### src/reo_pkg.sv
// constants, register map and state codes for the rail enable override block
package reo_pkg;
    localparam int REG_W = 8;
    localparam int NUM_RAILS = 12;
    localparam int NUM_BUCKS = 6;
    localparam int NUM_GPO = 4;
    localparam int ADDR_W = 7;

    // register offsets on the serial control port
    localparam logic [7:0] OFF_SWITCH_TERM_DIS = 8'h9f;
    localparam logic [7:0] OFF_FORCE_ON_A = 8'ha0;
    localparam logic [7:0] OFF_FORCE_ON_B = 8'ha1;
    localparam logic [7:0] RD_UNMAPPED = 8'h00;

    // switch/termination disable register fields
    localparam int BIT_TERM_DIS = 4;
    localparam int BIT_SWITCH_A1_DISABLE = 5;
    localparam int BIT_SWITCH_B1_DISABLE = 6;
    localparam int BIT_SHARED_DIS = 7;
    localparam logic [7:0] DIS_RESET = 8'hf0;

    // first force-on register fields
    localparam int BIT_BUCK_LO = 0;
    localparam int BIT_SWITCH_A1_FORCE_ON = 6;
    localparam int BIT_A2_EN = 7;

    // second force-on / output level register fields
    localparam int BIT_A3_EN = 0;
    localparam int BIT_SWITCH_B1_FORCE_ON = 1;
    localparam int BIT_SHARED_EN = 2;
    localparam int BIT_TERM_EN = 3;
    localparam int BIT_LVL_LO = 4;
    localparam logic [7:0] FORCE_RESET = 8'h00;

    // rail indices of the enable vector
    localparam int RAIL_LOAD_SWITCH_A1 = 6;
    localparam int RAIL_A2 = 7;
    localparam int RAIL_A3 = 8;
    localparam int RAIL_LOAD_SWITCH_B1 = 9;
    localparam int RAIL_SHARED = 10;
    localparam int RAIL_TERM = 11;

    // output pin four is open-drain only
    localparam int GPO_FOUR = 3;

    localparam logic [2:0] LAST_BIT = 3'h7;
    localparam logic [2:0] FIRST_BIT = 3'h0;

    typedef enum logic [3:0] {
        ST_IDLE = 4'h0,
        ST_ADDR = 4'h1,
        ST_PTR = 4'h2,
        ST_WDATA = 4'h3,
        ST_ACK_WAIT = 4'h4,
        ST_ACK = 4'h5,
        ST_RDATA = 4'h6,
        ST_MACK = 4'h7,
        ST_RNEXT = 4'h8
    } reo_state_t;
endpackage : reo_pkg

### src/reo_rail_gate.sv
// per-rail gate: disable bit over force-on or pin request
`timescale 1ns/100ps
module reo_rail_gate #(
    parameter int N = reo_pkg::NUM_RAILS
) (
    input wire logic [N-1:0] allow_in,
    input wire logic [N-1:0] force_in,
    input wire logic [N-1:0] request_in,
    output logic [N-1:0] enable_out
);
    generate
        for (genvar i = 0; i < N; i++) begin : g_rail
            // a zero allow bit wins over everything else
            assign enable_out[i] = allow_in[i] & (force_in[i] | request_in[i]);
        end
    endgenerate
endmodule : reo_rail_gate

### src/reo_top.sv
// rail enable override registers with serial control port slave
`timescale 1ns/100ps
// Contract
// termination disable bit zero forces termination off
// switch A1 disable bit zero forces it off
// switch B1 disable bit zero forces it off
// bit 7 disables the otp-selected shared rail
// host writes zeros to reserved low bits
// force-on zero: pins or power-good decide
// force-on bits 5:0 turn bucks on
// bit 7 forces regulator A2 on
// bit 6 forces switch A1 on
// second register bit 3 forces termination on
// second register bit 2 forces shared rail on
// second register bit 1 forces switch B1 on
// level bit 7 drives open-drain output four
// level bits 6:4 drive outputs three to one
// unconfigured outputs follow power-good, bits default zero
// second register bit 0 forces regulator A3 on
// enable is disable AND (force OR request)
module reo_top #(
    parameter logic [6:0] DEV_ADDR = 7'h5e,
    parameter logic [7:0] FORCE_A_RESET = reo_pkg::FORCE_RESET,
    parameter logic [7:0] FORCE_B_RESET = reo_pkg::FORCE_RESET
) (
    input wire logic clk_in,
    input wire logic nrst_in,
    input wire logic scl_in,
    input wire logic sda_in,
    output logic sda_out,
    output logic sda_oe_out,
    input wire logic [reo_pkg::NUM_RAILS-1:0] rail_request_in,
    input wire logic [reo_pkg::NUM_BUCKS-1:0] buck_disable_in,
    input wire logic regulator_a2_disable_in,
    input wire logic regulator_a3_disable_in,
    input wire logic shared_is_switch_b2_in,
    input wire logic [reo_pkg::NUM_GPO-1:0] gpo_reg_ctrl_in,
    input wire logic [reo_pkg::NUM_GPO-1:0] gpo_push_pull_in,
    input wire logic [reo_pkg::NUM_GPO-1:0] gpo_power_good_in,
    output logic [reo_pkg::NUM_RAILS-1:0] rail_en_out,
    output logic load_switch_b2_en_out,
    output logic regulator_a1_en_out,
    output logic [reo_pkg::NUM_GPO-1:0] gpo_out,
    output logic [reo_pkg::NUM_GPO-1:0] gpo_oe_out
);
    // general-call and the reserved address blocks cannot be served
    localparam logic [6:0] ADDR_FIRST = 7'h08;
    localparam logic [6:0] ADDR_LAST = 7'h77;
    if (DEV_ADDR < ADDR_FIRST || DEV_ADDR > ADDR_LAST) begin : g_bad_addr
        $error("reo_top: DEV_ADDR lies in a reserved address block");
    end
    // level bits default to zero; a reset parameter must not change that
    if (FORCE_B_RESET[reo_pkg::BIT_LVL_LO +: reo_pkg::NUM_GPO] != '0) begin : g_bad_lvl
        $error("reo_top: FORCE_B_RESET must leave the level bits zero");
    end
    // the enable vector layout below assumes bucks first, termination last
    if (reo_pkg::RAIL_LOAD_SWITCH_A1 != reo_pkg::NUM_BUCKS
            || reo_pkg::RAIL_TERM != reo_pkg::NUM_RAILS - 1) begin : g_bad_map
        $error("reo_top: rail index map does not fit the enable vector");
    end

    logic [7:0] dis_r;
    logic [7:0] force_a_r;
    logic [7:0] force_b_r;

    // pins count as synchronous; an unrelated host clock would need two more flops
    // serial port sampling and bus conditions
    logic scl_q_r;
    logic sda_q_r;
    wire scl_rise = scl_in & ~scl_q_r;
    wire scl_fall = ~scl_in & scl_q_r;
    wire bus_start = scl_in & scl_q_r & sda_q_r & ~sda_in;
    wire bus_stop = scl_in & scl_q_r & ~sda_q_r & sda_in;

    // one byte engine serves address, pointer, write data and read data
    reo_pkg::reo_state_t state_r;
    reo_pkg::reo_state_t ack_next_r;
    logic [2:0] bit_cnt_r;
    logic [7:0] shift_r;
    logic [7:0] ptr_r;
    logic ack_drive_r;
    logic sda_oe_r;

    wire last_bit = bit_cnt_r == reo_pkg::LAST_BIT;
    wire [7:0] rx_byte = {shift_r[6:0], sda_in};
    wire rx_done = scl_rise & last_bit;
    wire addr_match = rx_byte[7:1] == DEV_ADDR;
    wire rx_read = rx_byte[0];
    wire wr_strobe = rx_done & (state_r == reo_pkg::ST_WDATA);

    // unmapped offsets read as zero, so probing the map is harmless
    wire sel_dis = ptr_r == reo_pkg::OFF_SWITCH_TERM_DIS;
    wire sel_a = ptr_r == reo_pkg::OFF_FORCE_ON_A;
    wire sel_b = ptr_r == reo_pkg::OFF_FORCE_ON_B;
    wire [7:0] rd_data = sel_dis ? dis_r : sel_a ? force_a_r : sel_b ? force_b_r :
                         reo_pkg::RD_UNMAPPED;

    always_ff @(posedge clk_in) begin
        if (!nrst_in) begin
            scl_q_r <= 1'b1;
            sda_q_r <= 1'b1;
        end else begin
            scl_q_r <= scl_in;
            sda_q_r <= sda_in;
        end
    end

    // no clock stretching: reads are answered straight from the register flops
    // byte-level protocol engine; bits sampled on scl rise, driven on scl fall
    always_ff @(posedge clk_in) begin
        if (!nrst_in) begin
            state_r <= reo_pkg::ST_IDLE;
            ack_next_r <= reo_pkg::ST_IDLE;
            bit_cnt_r <= reo_pkg::FIRST_BIT;
            shift_r <= 8'h00;
            ptr_r <= 8'h00;
            ack_drive_r <= 1'b0;
            sda_oe_r <= 1'b0;
        end else if (bus_start) begin
            // repeated start keeps the pointer for register reads
            state_r <= reo_pkg::ST_ADDR;
            bit_cnt_r <= reo_pkg::FIRST_BIT;
            sda_oe_r <= 1'b0;
        end else if (bus_stop) begin
            state_r <= reo_pkg::ST_IDLE;
            sda_oe_r <= 1'b0;
        end else begin
            unique case (state_r)
                reo_pkg::ST_IDLE: begin
                    sda_oe_r <= 1'b0;
                end
                reo_pkg::ST_ADDR, reo_pkg::ST_PTR, reo_pkg::ST_WDATA: begin
                    if (scl_rise) begin
                        shift_r <= rx_byte;
                        bit_cnt_r <= bit_cnt_r + 3'h1;
                    end
                    if (rx_done) begin
                        state_r <= reo_pkg::ST_ACK_WAIT;
                        ack_drive_r <= 1'b1;
                        if (state_r == reo_pkg::ST_ADDR) begin
                            ack_drive_r <= addr_match;
                            ack_next_r <= rx_read ? reo_pkg::ST_RDATA : reo_pkg::ST_PTR;
                        end else if (state_r == reo_pkg::ST_PTR) begin
                            ptr_r <= rx_byte;
                            ack_next_r <= reo_pkg::ST_WDATA;
                        end else begin
                            // auto-increment lets a burst walk adjacent registers
                            ptr_r <= ptr_r + 8'h01;
                            ack_next_r <= reo_pkg::ST_WDATA;
                        end
                    end
                end
                reo_pkg::ST_ACK_WAIT: begin
                    if (scl_fall) begin
                        if (ack_drive_r) begin
                            sda_oe_r <= 1'b1;
                            state_r <= reo_pkg::ST_ACK;
                        end else begin
                            // not our address: stay off the bus until the next start
                            state_r <= reo_pkg::ST_IDLE;
                        end
                    end
                end
                reo_pkg::ST_ACK: begin
                    if (scl_fall) begin
                        bit_cnt_r <= reo_pkg::FIRST_BIT;
                        if (ack_next_r == reo_pkg::ST_RDATA) begin
                            shift_r <= rd_data;
                            sda_oe_r <= ~rd_data[7];
                            state_r <= reo_pkg::ST_RDATA;
                        end else begin
                            sda_oe_r <= 1'b0;
                            state_r <= ack_next_r;
                        end
                    end
                end
                // bit seven left on the ack fall; seven more falls drive bits six to zero, the eighth releases the line
                reo_pkg::ST_RDATA: begin
                    if (scl_fall) begin
                        if (last_bit) begin
                            sda_oe_r <= 1'b0;
                            state_r <= reo_pkg::ST_MACK;
                        end else begin
                            shift_r <= {shift_r[6:0], 1'b0};
                            sda_oe_r <= ~shift_r[6];
                            bit_cnt_r <= bit_cnt_r + 3'h1;
                        end
                    end
                end
                reo_pkg::ST_MACK: begin
                    if (scl_rise) begin
                        ptr_r <= ptr_r + 8'h01;
                        // the pointer steps on nack too; a new read sets it again
                        // a nack ends the read; the host follows with stop
                        state_r <= sda_in ? reo_pkg::ST_IDLE : reo_pkg::ST_RNEXT;
                    end
                end
                reo_pkg::ST_RNEXT: begin
                    if (scl_fall) begin
                        bit_cnt_r <= reo_pkg::FIRST_BIT;
                        shift_r <= rd_data;
                        sda_oe_r <= ~rd_data[7];
                        state_r <= reo_pkg::ST_RDATA;
                    end
                end
                default: begin
                    state_r <= reo_pkg::ST_IDLE;
                    sda_oe_r <= 1'b0;
                end
            endcase
        end
    end

    // register file; writes to unmapped offsets are dropped
    // only a completed data byte writes; a cut byte leaves the registers alone
    always_ff @(posedge clk_in) begin
        if (!nrst_in) begin
            dis_r <= reo_pkg::DIS_RESET;
            force_a_r <= FORCE_A_RESET;
            force_b_r <= FORCE_B_RESET;
        end else if (wr_strobe) begin
            // reserved low bits are stored as written; host keeps them zero
            if (sel_dis) begin
                dis_r <= rx_byte;
            end
            if (sel_a) begin
                force_a_r <= rx_byte;
            end
            if (sel_b) begin
                force_b_r <= rx_byte;
            end
        end
    end

    // per-rail allow, force and enable vectors
    logic [reo_pkg::NUM_RAILS-1:0] allow_vec;
    logic [reo_pkg::NUM_RAILS-1:0] force_vec;
    logic [reo_pkg::NUM_RAILS-1:0] enable_vec;

    assign allow_vec[reo_pkg::NUM_BUCKS-1:0] = buck_disable_in;
    assign allow_vec[reo_pkg::RAIL_LOAD_SWITCH_A1] = dis_r[reo_pkg::BIT_SWITCH_A1_DISABLE];
    assign allow_vec[reo_pkg::RAIL_A2] = regulator_a2_disable_in;
    assign allow_vec[reo_pkg::RAIL_A3] = regulator_a3_disable_in;
    assign allow_vec[reo_pkg::RAIL_LOAD_SWITCH_B1] = dis_r[reo_pkg::BIT_SWITCH_B1_DISABLE];
    assign allow_vec[reo_pkg::RAIL_SHARED] = dis_r[reo_pkg::BIT_SHARED_DIS];
    assign allow_vec[reo_pkg::RAIL_TERM] = dis_r[reo_pkg::BIT_TERM_DIS];

    assign force_vec[reo_pkg::NUM_BUCKS-1:0] =
        force_a_r[reo_pkg::BIT_BUCK_LO +: reo_pkg::NUM_BUCKS];
    assign force_vec[reo_pkg::RAIL_LOAD_SWITCH_A1] = force_a_r[reo_pkg::BIT_SWITCH_A1_FORCE_ON];
    assign force_vec[reo_pkg::RAIL_A2] = force_a_r[reo_pkg::BIT_A2_EN];
    assign force_vec[reo_pkg::RAIL_A3] = force_b_r[reo_pkg::BIT_A3_EN];
    assign force_vec[reo_pkg::RAIL_LOAD_SWITCH_B1] = force_b_r[reo_pkg::BIT_SWITCH_B1_FORCE_ON];
    assign force_vec[reo_pkg::RAIL_SHARED] = force_b_r[reo_pkg::BIT_SHARED_EN];
    assign force_vec[reo_pkg::RAIL_TERM] = force_b_r[reo_pkg::BIT_TERM_EN];

    // with force clear, the allow bit and the pin or power-good request decide
    reo_rail_gate #(
        .N(reo_pkg::NUM_RAILS)
    ) u_gate (
        .allow_in(allow_vec),
        .force_in(force_vec),
        .request_in(rail_request_in),
        .enable_out(enable_vec)
    );

    // output levels: register bit when configured, else the power-good tree
    wire [reo_pkg::NUM_GPO-1:0] lvl_bits = force_b_r[reo_pkg::BIT_LVL_LO +: reo_pkg::NUM_GPO];
    logic [reo_pkg::NUM_GPO-1:0] gpo_level;
    logic [reo_pkg::NUM_GPO-1:0] gpo_pp;
    generate
        for (genvar g = 0; g < reo_pkg::NUM_GPO; g++) begin : g_gpo
            assign gpo_level[g] = gpo_reg_ctrl_in[g] ? lvl_bits[g] : gpo_power_good_in[g];
            if (g == reo_pkg::GPO_FOUR) begin : g_od
                // pin four has no push-pull stage, so high is only released
                assign gpo_pp[g] = 1'b0;
            end else begin : g_cfg
                assign gpo_pp[g] = gpo_push_pull_in[g];
            end
        end
    endgenerate

    // every rail and gpo output leaves through a flop so a decode glitch never reaches a rail
    always_ff @(posedge clk_in) begin
        if (!nrst_in) begin
            rail_en_out <= '0;
            load_switch_b2_en_out <= 1'b0;
            regulator_a1_en_out <= 1'b0;
            gpo_out <= '0;
            gpo_oe_out <= '0;
        end else begin
            rail_en_out <= enable_vec;
            load_switch_b2_en_out <= enable_vec[reo_pkg::RAIL_SHARED] & shared_is_switch_b2_in;
            regulator_a1_en_out <= enable_vec[reo_pkg::RAIL_SHARED] & ~shared_is_switch_b2_in;
            gpo_out <= gpo_level & gpo_pp;
            gpo_oe_out <= gpo_pp | ~gpo_level;
        end
    end

    // open-drain data: the level stays low and only the enable moves
    assign sda_out = 1'b0;
    assign sda_oe_out = sda_oe_r;
endmodule : reo_top

### config.mk
export PLATFORM = sky130hd
export DESIGN_NAME = reo_top
export DESIGN_NICKNAME = d
export VERILOG_FILES = /design/src/reo_pkg.sv /design/src/reo_rail_gate.sv /design/src/reo_top.sv
export SDC_FILE = /design/constraint.sdc
export NUM_CORES = 1
export LEC_CHECK = 0
export ABC_AREA = 1
export BUFFER_PORTS_ARGS = -buffer_cell sky130_fd_sc_hd__buf_2
export CAP_MARGIN = 40
export CORE_UTILIZATION = 56
export CTS_CLUSTER_SIZE = 12
export DETAILED_ROUTE_END_ITERATION = 10
export GPL_ROUTABILITY_DRIVEN = 0
export PLACE_DENSITY = 0.8
export SYNTH_ARGS = -nofsm -noshare
export SYNTH_HDL_FRONTEND = slang
export SYNTH_SLANG_ARGS = --single-unit
### constraint.sdc
create_clock -name clk_in -period 1.8 [get_ports clk_in]
set_input_delay 0.36 -clock clk_in [delete_from_list [all_inputs] [get_ports clk_in]]
set_output_delay 0.36 -clock clk_in [all_outputs]
set_load 0.05 [all_outputs]
==> metrics.md, run 1 <==
| Metric | Value |
|---|---|
| Fin crit share | `0.9369` |
| Die footprint | `0.006736 sq mm` |
| Synth area leader | `dfxtp_1` |
| Critical R2R Capture | `shift_r[3]` |
| Area grow syn2layout | `20.94%` |
| Num rows | `28` |
| F_max | `593.0 MHz` |
| Die W | `82.08 um` |
| CTS tree | `built` |
| Total wire length | `8848 um` |
| Synth warn | `0` |
| Final std cells w/o fill | `684` |
| Vias in the first global route | `3235` |
| Min-delay src | `shared_is_switch_b2_in` |
| CP Launch Type | `flop` |
| Register area share after synthesis | `0.4125` |
| Synth top area share | `0.4125` |
| Post-synthesis cell type count | `33` |
| Post-synth EDFFs | `0` |
| Post-Route Utilization | `0.7166` |
| Worst path required time | `approximately 2.0 ns` |
| Global-route wire length before repair | `14220 um` |
| FILL cells | `490` |
| WS Path Type | `flop to flop` |
| Core area | `0.006061 sq mm` |
| Crit path buf inv count | `1` |
| Worst R2R Path Depth | `9` |
| CTS Buf Count | `9` |
| Clock latency on the worst-skew pair | `0.34 ns` |
| Gate count of the mapped netlist | `roughly 530` |
| Drt wl/cell | `roughly 13 um` |
| CP cell instances | `ha_1 -> nand2_1 -> nor2_2 -> nand3_2 -> buf_4 -> o21ai_0 -> nor2_1 -> nor2_1 -> nor2_1` |
| CTS H-tree lvls | `3` |
| Final instance area | `0.004343 sq mm` |
| Initial Utilization | `0.5925` |
| Die height | `between 80 and 90 um` |
| Pwr dens | `831.6 mW/mm^2` |
| Reg clk slew, reported paths | `approximately 0.07 ns` |
| Max Cap Viol | `0` |
| Max VDD drop | `about 0.00075 V` |
| Hold WS | `0.1891 ns` |
| Clk root buf | `clkbuf_8` |
| Dpl hpwl | `6253 um` |
| CTS max path bufs | `2` |
| Seq cells post-synth | `74` |
| Layout Skew | `0.009095 ns` |
| Leakage | `0.002060 uW` |
| Placed Cells | `661` |
| Largest net degree at the start of global routing | `48` |
| Worst reg2reg setup slack | `0.11 ns` |
| Ys async rst share | `0` |
| Synth top area cells | `dfxtp_1 (41%), nand2_1 (12%), nor2_1 (8.8%)` |
| Via count | `3691` |
| Share of cells above drive strength 1 | `0.2053` |
| Worst slew margin | `0.6247` |
| Critical Path Max Stage Delay | `0.37 ns` |
| Crit end category | `flop` |
| Net count, final | `around 650` |
| Post-synth top flop | `dfxtp_1` |
| CP delay by family, top | `simple AND/OR/NAND/NOR gates` |
| Initial drt markers | `386` |
| Synthesized cell area | `approximately 0.0036 sq mm` |
| Antenna cell count | `0` |
| Via/cell ratio | `~5.4` |
| Cts hold-fix bufs | `0` |
| Initial antenna violation count | `0` |
| Setup violators final | `0` |
| Drc violations | `0` |
| Slowest CP cell | `dfxtp_2` |
| CP Max Fanout | `13` |
| Remaining Overflow, GRT | `0` |
| Gr usage total | `0.2756` |
| HP Class | `input port to flop` |
| Setup crit start | `ptr_r[0]` |
| Final Max Slew Viols | `0` |
| Status | `finished, final reports clean` |
| # port buffers | `57` |
| DR pass1 iterations | `5` |
| Worst-margin pin slew | `0.5624 ns` |
| Final hold vios | `0` |
| Crit-path most repeated cell | `nor2_1` |
| Top-Level Pins | `61` |
| Reg2reg start | `ptr_r[0]` |
| Post-DP Area | `0.003998 sq mm` |
| Clock Sinks | `74` |
| Fin crit period | `around 1.7 ns` |
| Hold EP | `regulator_a1_en_out` |
| Syn Area/Cell | `6.788 sq um` |
| Crit path DAT | `1.92 ns` |
| Total power | `3612 uW` |
| Hold path cells | `2` |
| Antenna-violating nets left | `0` |
cells in the final DEF, fill, tap and decap left out, drive strengths merged, types with 7 or more instances in the layout:
cell type / Yosys / routed
o21ai: 57 / 57
nand3: 36 / 36
buf: 9 / 80
clkbuf: 7 / 9
nor2: 92 / 92
inv: 58 / 59
dfxtp: 74 / 74
nand2: 120 / 120
nor3: 7 / 7
a21oi: 43 / 43
per-stage QoR:
stage	setup TNS, ns	setup WS [ns]
2_1_floorplan	0	0.1745
3_3_place_gp	0	0.06882
3_5_place_dp	-0.03647	-0.03647
4_1_cts	0	0.03786
5_1_grt	-0.08192	-0.03872
6_report	0	0.1136
area by class of cell:
type                            count  area, sq um  area share
Inverter                           58        217.7     0.05013
Sequential cell                    74         1486      0.3423
Timing Repair Buffer               80        466.7      0.1075
Clock inverter                      6        115.1     0.02651
Clock buffer                        9        123.9     0.02852
Multi-Input combinational cell    382         1839      0.4235
Tap cell                           75        93.84     0.02161
synthesized netlist by cell type, types with 2 or more instances:
cell,n
nand2_4,2
nand2_2,3
inv_1,55
nor2_4,2
o21ai_0,50
nor2_1,84
dfxtp_1,74
a21oi_1,43
a211oi_1,2
buf_2,2
inv_2,3
o211ai_1,5
clkbuf_1,7
nand2_1,115
xor2_1,2
buf_4,5
nor2_2,5
nand4_1,5
nor3_1,7
o21ai_1,6
nand3_1,36
ha_1,5
per-layer routing:
layer | track usage | vias to the layer above | routed length (um)
met5 | 0 | - | 0
met4 | 0.06316 | 0 | 79
met3 | 0.05778 | 14 | 689
met2 | 0.4446 | 160 | 4079
met1 | 0.3749 | 1662 | 4000
li1 | - | 1855 | -
worst register-to-register path, stage by stage (launching register included):
cell and delay (ns):
dfxtp_2 0.37, ha_1 0.18, nand2_1 0.09, nor2_2 0.15, nand3_2 0.15, buf_4 0.22
o21ai_0 0.19, nor2_1 0.07, nor2_1 0.12, nor2_1 0.05
report_power, final:
part,internal (uW),switching (uW),total [uW]
combinational,106,256,362
clock,920,632,1550
sequential,1680,19.6,1700
total,2700,907,3610
how the worst max path moves through the flow:
| stage | endpoint | slack [ns] | cells after the start |
|---|---|---|---|
| 2_1_floorplan | force_b_r[7] | 0.17 | 9 |
| 3_3_place_gp | dis_r[3] | 0.07 | 9 |
| 3_5_place_dp | force_a_r[2] | -0.04 | 8 |
| 4_1_cts | shift_r[3] | 0.04 | 9 |
| 5_1_grt | shift_r[2] | -0.04 | 11 |
| 6_report | shift_r[3] | 0.11 | 9 |
flip-flops by register name, indices dropped and copies added, names as in the netlist:
name                   cells
shift_r                    7
regulator_a1_en_out        1
force_a_r                  8
gpo_oe_out                 4
state_r                    4
scl_q_r                    1
sda_oe_out                 1
bit_cnt_r                  3
force_b_r                  8
ptr_r                      8
ack_drive_r                1
rail_en_out               12
ack_next_r                 3
sda_q_r                    1
gpo_out                    3
dis_r                      8
load_switch_b2_en_out      1
cells by family after synthesis:
group	synth area share
and+or+nand+nor	0.3146
adders and majority gates	0.01742
DFF	0.4125
xor gates and xnor gates	0.004879
buffers and inverters	0.08537
other	0.001044
muxes	0.002788
AOI/OAI and AO/OA	0.1613
what timing repair did:
action                                  CTS  global route
gates resized for setup                   0            17
buffers inserted                          4             3
endpoints found under the setup margin    9            39
pin swaps                                 1             0
cloned                                    0             1
Note: power is estimated with default switching activity, not from simulation.
==> run 2, diff against run 1 <==
Settings changed: PLACE_DENSITY 0.8 to 0.79, SKIP_LAST_GASP set to 1, SYNTH_HIERARCHICAL set to 1.
==> run 2 against run 1 <==
- the flow now finishes with violations (DRC)
- first-iteration DRC count down 34%
- count of clock-buffer cells in the layout unchanged
- final cell count up 4.4%
- routed wire length up 2.8%
- utilization down 2.5 points
- synthesized cell count up 6.4%
- critical path depth unchanged
- maximum frequency down 2.0%
- global-route usage down 1.2 points
- critical path type unchanged
- critical endpoint is now ptr_r[0]
- largest power group unchanged
==> metrics.md, run 2 <==
| Metric | Value |
|---|---|
| Max Cap Viol | `0` |
| Clk root buf | `clkbuf_8` |
| Crit path DAT | `1.95 ns` |
| CTS tree | `built` |
| Worst R2R Path Depth | `9` |
| Drc violations | `10` |
| Num rows | `29` |
| Core area | `between 0.006 and 0.007 sq mm` |
| Synth top area cells | `dfxtp_1 (40%), nand2_1 (14%), inv_1 (8.0%)` |
| Syn Area/Cell | `approximately 6.7 sq um` |
| Final hold vios | `0` |
| Via/cell ratio | `5.259` |
| Slowest CP cell | `dfxtp_1` |
| Clock latency on the worst-skew pair | `0.35 ns` |
| Area grow syn2layout | `18.53%` |
| Critical R2R Capture | `ptr_r[0]` |
| Simple-Gate Fraction of Synth Area | `0.3169` |
| Internal power | `2627 uW` |
| Gate count of the mapped netlist | `563` |
| Global-route wire length before repair | `14700 um` |
| Die W | `roughly 84 um` |
| Total wire length | `9092 um` |
| Largest reg by FF count | `rail_en_out` |
| Drt wl/cell | `12.73 um` |
| Synthesized cell area | `0.003747 sq mm` |
| CTS max path bufs | `2` |
| Die height | `83.80 um` |
| Layout Skew | `0.007939 ns` |
| Register area share after synthesis | `0.3953` |
| Initial antenna violation count | `0` |
| Fin crit share | `0.9558` |
| Max VDD drop | `0.0007121 V` |
| Gr usage total | `0.2636` |
| Synth warn | `6` |
| Sequential share of power | `0.471` |
| Worst slew margin | `0.6629` |
| Leakage | `0.002309 uW` |
| Remaining Overflow, GRT | `0` |
| CP delay by family, top | `simple AND/OR/NAND/NOR gates` |
| Commonest non-fill, non-tap cells in the layout | `nand2_1 (138), inv_1 (80), dfxtp_1 (70), nor2_1 (65), buf_2 (57)` |
| Post-synth EDFFs | `0` |
| Number of flip-flops in the largest register | `12` |
| Synth area leader | `dfxtp_1` |
| Worst Slack Setup Final | `0.07947 ns` |
| P_sw | `approximately 1000 uW` |
| CP Launch Type | `flop` |
| Crit path buf inv count | `1` |
| Die footprint | `between 0.007 and 0.008 sq mm` |
| Status | `finished, violations left` |
| Setup crit end | `ptr_r[0]` |
| Ys async rst share | `0` |
| CTS H-tree lvls | `3` |
| WS Path Type | `flop to flop` |
| Final Max Slew Viols | `0` |
| Worst path required time | `2.03 ns` |
| Worst-margin pin slew | `0.5051 ns` |
| Critical Path Max Stage Delay | `0.33 ns` |
| Initial Utilization | `0.5835` |
| Seq cells post-synth | `74` |
| Net count, final | `675` |
| HP Class | `input port to flop` |
| CP cell instances | `ha_1 -> ha_1 -> nand3_1 -> nand2_1 -> nand2_1 -> nor2_4 -> inv_2 -> o21ai_0 -> a21oi_1` |
| Violated checks | `DRC` |
| Clock Sinks | `74` |
| Reg2reg start | `bit_cnt_r[0]` |
| Setup crit start | `bit_cnt_r[0]` |
| Placed Cells | `690` |
| DR pass1 iterations | `9` |
| Mux cell area share after synthesis | `0.008013` |
| CP Max Fanout | `8` |
| FILL cells | `between 500 and 600` |
| Most common cell after layout, fill and taps aside | `nand2_1` |
| Combinational power share | `0.144` |
| Top-Level Pins | `61` |
| Post-synth top flop | `dfxtp_1` |
| Synth top area share | `0.3953` |
| Compound-Gate Fraction of Synth Area | `0.1482` |
| Sw Share | `0.2846` |
| Final instance area | `0.004442 sq mm` |
| Synth cell count leaders | `nand2_1 (141), inv_1 (80), dfxtp_1 (74)` |
| Setup violators final | `0` |
| Worst reg2reg setup slack | `0.08 ns` |
| Initial drt markers | `255` |
| Share of cells above drive strength 1 | `0.1978` |
| Most common cell in the netlist | `nand2_1` |
| Synth Area in Adders | `0.01669` |
| Final std cells w/o fill | `714` |
| Vias in the first global route | `between 3k and 4k` |
| Pwr dens | `826.8 mW/mm^2` |
| Clk pwr share | `0.385` |
| Fin crit period | `~1.7 ns` |
| Antenna-violating nets left | `0` |
| Cell count along the critical path | `9` |
| Reg clk slew, reported paths | `0.07 ns` |
| CTS Buf Count | `9` |
| Post-synthesis cell type count | `31` |
| Via count | `3755` |
| Antenna cell count | `0` |
| Dpl hpwl | `6367 um` |
| Setup WS pre-CTS | `approximately 0.07 ns` |
| Largest net degree at the start of global routing | `43` |
| # port buffers | `57` |
| Largest family of logic cells by synthesized area | `simple AND/OR/NAND/NOR gates` |
| Post-Synth XOR/XNOR Area | `0.002337` |
| F_max | `between 500 and 600 MHz` |
| Crit end category | `flop` |
| Post-DP Area | `0.004110 sq mm` |
[run 2: changes by cell type in the layout (fill, tap and decap cells not counted), moves of 3 or more]
cell,delta
clkinvlp_4,+3
nand2_1,+24
nand3_1,-3
buf_4,-4
buf_6,-3
nor2_1,-15
nor2_4,+6
a21oi_1,+3
nand4_1,+3
nor3_1,-7
inv_1,+26
[run 2: stage by stage]
| step | power (uW) | hold slack, ns | utilization | setup TNS (ns) |
|---|---|---|---|---|
| 2_1_floorplan | 2137 | 0.4230 | - | 0 |
| 4_1_cts | 3679 | 0.1737 | 0.6735 | 0 |
| 3_5_place_dp | 2281 | 0.4576 | 0.6400 | 0 |
| 3_3_place_gp | 2267 | 0.4518 | 0.6400 | 0 |
| 5_1_grt | 3821 | 0.1770 | 0.6916 | -0.02023 |
| 6_report | 3672 | 0.1787 | 0.6916 | 0 |
[run 2: layout make-up]
class                   count  area [sq um]  share of cell area
well taps                  77         96.34             0.02169
repair buffers             74         437.9             0.09859
clock buffers               9         123.9             0.02789
inverters                  86         326.6             0.07352
multi-input cells         388          1877              0.4225
clock inverters             6         91.34             0.02056
flip-flops and latches     74          1489              0.3352
[run 2: timing repair]
item / CTS / global route
gates resized for setup: 0 / 16
hold buffers: 0 / 0
setup endpoints to repair: 0 / 30
buffers inserted: 0 / 9
[run 2: worst min path at each step]
| stage | start | to | cells past startpoint |
|---|---|---|---|
| floorplan | force_b_r[7] | gpo_oe_out[3] | 1 |
| global placement | force_b_r[7] | gpo_oe_out[3] | 1 |
| detailed placement | force_b_r[7] | gpo_oe_out[3] | 1 |
| CTS | shared_is_switch_b2_in | regulator_a1_en_out | 2 |
| global route | shared_is_switch_b2_in | regulator_a1_en_out | 2 |
| finish | shared_is_switch_b2_in | regulator_a1_en_out | 2 |
[run 2: power by group through the flow]
stage	logic, uW	clock network (uW)	registers (uW)
2_1_floorplan	295	0	1840
3_3_place_gp	500	0	1770
3_5_place_dp	512	0	1770
4_1_cts	516	1430	1730
5_1_grt	582	1500	1740
6_report	527	1420	1730
[run 2: metal layers]
| metal | routed length [um] | GRT usage | share of wire |
|---|---|---|---|
| met1 | 3980 | 0.3525 | 0.44 |
| met2 | 4245 | 0.4106 | 0.47 |
| met3 | 667 | 0.04847 | 0.073 |
| met4 | 199 | 0.1270 | 0.022 |
| met5 | 0 | 0 | 0 |
[run 2: cells by family after synthesis]
group | count (synthesis)
AND/OR/NAND/NOR | 270
other | 1
buffers and inverters | 102
flip-flops | 74
XOR/XNOR | 1
multiplexers | 3
AO/OA/AOI/OAI | 107
adder cells (fa/ha/maj) | 5
==> run 3, diff against run 2 <==
Settings changed: PLACE_DENSITY 0.79 to 0.8, SYNTH_HIERARCHICAL 1 to not set.
==> run 3 against run 2 <==
- the run now ends clean
- sequential share of layout area grew 0.73 points
- critical path depth unchanged
- cell area shrank 2.3%
- die area fell by 4.1%
- maximum frequency increased by 2.0%
- clock skew up 0.00092 ns
- routed wire length shrank 2.6%
- final cell count down 4.2%
- count of clock-buffer cells in the layout unchanged
- worst setup slack better by 0.034 ns
- clock power grew 9%
- highest routed layer unchanged
==> metrics.md, run 3 (synthesized netlist as in run 1, its figures left out) <==
| Metric | Value |
|---|---|
| Reg clk slew, reported paths | `0.07 ns` |
| Worst slew margin | `0.6204` |
| Placed Cells | `661` |
| CTS tree | `built` |
| Clock latency on the worst-skew pair | `0.34 ns` |
| CTS max path bufs | `2` |
| F_max | `593.0 MHz` |
| Via/cell ratio | `~5.4` |
| Final Max Slew Viols | `0` |
| Min-delay src | `shared_is_switch_b2_in` |
| Setup crit start | `ptr_r[0]` |
| Antenna cell count | `0` |
| DR pass1 iterations | `6` |
| Layout Skew | `0.008856 ns` |
| HP Class | `input port to flop` |
| Clk root buf | `clkbuf_8` |
| # port buffers | `between 50 and 60` |
| CTS Buf Count | `9` |
| Final std cells w/o fill | `684` |
| P_sw | `902.5 uW` |
| Vias in the first global route | `3235` |
| Top-Level Pins | `61` |
| CTS H-tree lvls | `3` |
| Final hold vios | `0` |
| Crit path buf inv count | `1` |
| Crit-path most repeated cell | `nor2_1` |
| Remaining Overflow, GRT | `0` |
| Die W | `82.08 um` |
| Pwr dens | `just over 800 mW/mm^2` |
| Setup violators final | `0` |
| Hold WS | `0.1911 ns` |
| RSZ-0062 raised after global routing | `yes` |
| Net count, final | `647` |
| Crit end category | `flop` |
| Post-DP Area | `0.003998 sq mm` |
| Sw Share | `0.2502` |
| Via count | `roughly 3.7k` |
| Initial Utilization | `0.5925` |
| Combinational power share | `0.100` |
| FILL cells | `491` |
| Gr usage total | `0.2756` |
| Setup TNS | `0 ns` |
| Leakage | `0.002061 uW` |
| Number of flip-flops in the largest register | `12` |
| Num rows | `28` |
| Clock Sinks | `74` |
| Largest reg by FF count | `rail_en_out` |
| CP Launch Type | `flop` |
| Core area | `0.006061 sq mm` |
| Worst-margin pin slew | `0.5688 ns` |
| Reg2reg start | `ptr_r[0]` |
| Global-route wire length before repair | `around 14000 um` |
| Final instance area | `0.004340 sq mm` |
| CP delay by family, top | `simple AND/OR/NAND/NOR gates` |
| Die height | `82.08 um` |
| Commonest non-fill, non-tap cells in the layout | `nand2_1 (114), nor2_1 (81), dfxtp_1 (70), buf_2 (58), inv_1 (54)` |
| Critical Path Max Stage Delay | `0.37 ns` |
| Clk pwr share | `0.429` |
| Largest net degree at the start of global routing | `48` |
| Crit path DAT | `approximately 1.9 ns` |
| Fin crit share | `0.9368` |
| Status | `finished, final reports clean` |
| Drc violations | `0` |
| Initial drt markers | `337` |
| Dpl hpwl | `roughly 6300 um` |
| Max Cap Viol | `0` |
| Worst path required time | `2.04 ns` |
| Share of cells above drive strength 1 | `0.2036` |
| CP Max Fanout | `13` |
| WS Path Type | `flop to flop` |
| Most common cell after layout, fill and taps aside | `nand2_1` |
| Fin crit period | `between 1.5 and 2 ns` |
| Internal power | `approximately 2700 uW` |
| Slowest CP cell | `dfxtp_2` |
| Sequential share of power | `0.471` |
| CP cell instances | `ha_1 -> nand2_1 -> nor2_2 -> nand3_2 -> buf_4 -> o21ai_0 -> nor2_1 -> nor2_1 -> nor2_1` |
| Max VDD drop | `between 0.0007 and 0.0008 V` |
| Drt wl/cell | `between 10 and 15 um` |
| Initial antenna violation count | `0` |
| Total wire length | `8853 um` |
| Antenna-violating nets left | `0` |
| Area grow syn2layout | `20.87%` |
| Die footprint | `0.006736 sq mm` |
| Post-Route Utilization | `0.7161` |
==> run 3: cell count changes in the layout (fill, tap and decap cells not counted), moves of 3 or more <==
cell,change
nor3_1,+7
buf_6,+3
nor2_1,+16
a21oi_1,-3
inv_1,-26
nor2_4,-6
buf_4,+4
clkinvlp_4,-3
nand2_1,-24
nand4_1,-3
nand3_1,+3
==> run 3: area by class of cell <==
| class | instances | area, sq um | share of cell area |
|---|---|---|---|
| Multi-Input combinational cell | 382 | 1837 | 0.4232 |
| Sequential cell | 74 | 1486 | 0.3425 |
| Timing Repair Buffer | 80 | 466.7 | 0.1075 |
| Inverter | 58 | 217.7 | 0.05016 |
| Clock buffer | 9 | 123.9 | 0.02854 |
| Clock inverter | 6 | 115.1 | 0.02652 |
| Tap cell | 75 | 93.84 | 0.02162 |
==> run 3: stage by stage <==
step           total power [uW]  setup WS [ns]
2_1_floorplan              1982         0.1745
3_3_place_gp               2084        0.06882
3_5_place_dp               2091       -0.03647
4_1_cts                    3616        0.03786
5_1_grt                    3751       -0.03872
6_report                   3607         0.1137
==> run 3: per-layer routing <==
metal  GRT usage  share of wire  wire length, um  vias to the layer above
li1            -              -                -                     1852
met1      0.3749           0.45             3945                     1658
met2      0.4446           0.46             4063                      186
met3     0.05778          0.087              772                       12
met4     0.06316         0.0080               71                        0
met5           0              0                0                        -
==> run 3: worst paths after layout <==
| path | end | slack [ns] | cells after the start |
|---|---|---|---|
| min reg2reg | rail_en_out[6] | 0.48 | 2 |
| min | regulator_a1_en_out | 0.19 | 2 |
| max reg2reg | shift_r[3] | 0.11 | 9 |
| max | shift_r[3] | 0.11 | 9 |
==> run 3: power groups by stage <==
stage,Sequential [uW],Combinational [uW],Clock [uW]
2_1_floorplan,1820,167,0
3_3_place_gp,1740,349,0
3_5_place_dp,1740,355,0
4_1_cts,1700,357,1560
5_1_grt,1700,399,1650
6_report,1700,362,1550
==> run 3: repair_timing <==
action	in CTS	in global routing
gates resized for setup	0	16
hold buffers	0	0
pin swaps	1	0
setup endpoints to repair	9	39
gates cloned	0	1
buffers inserted	4	3
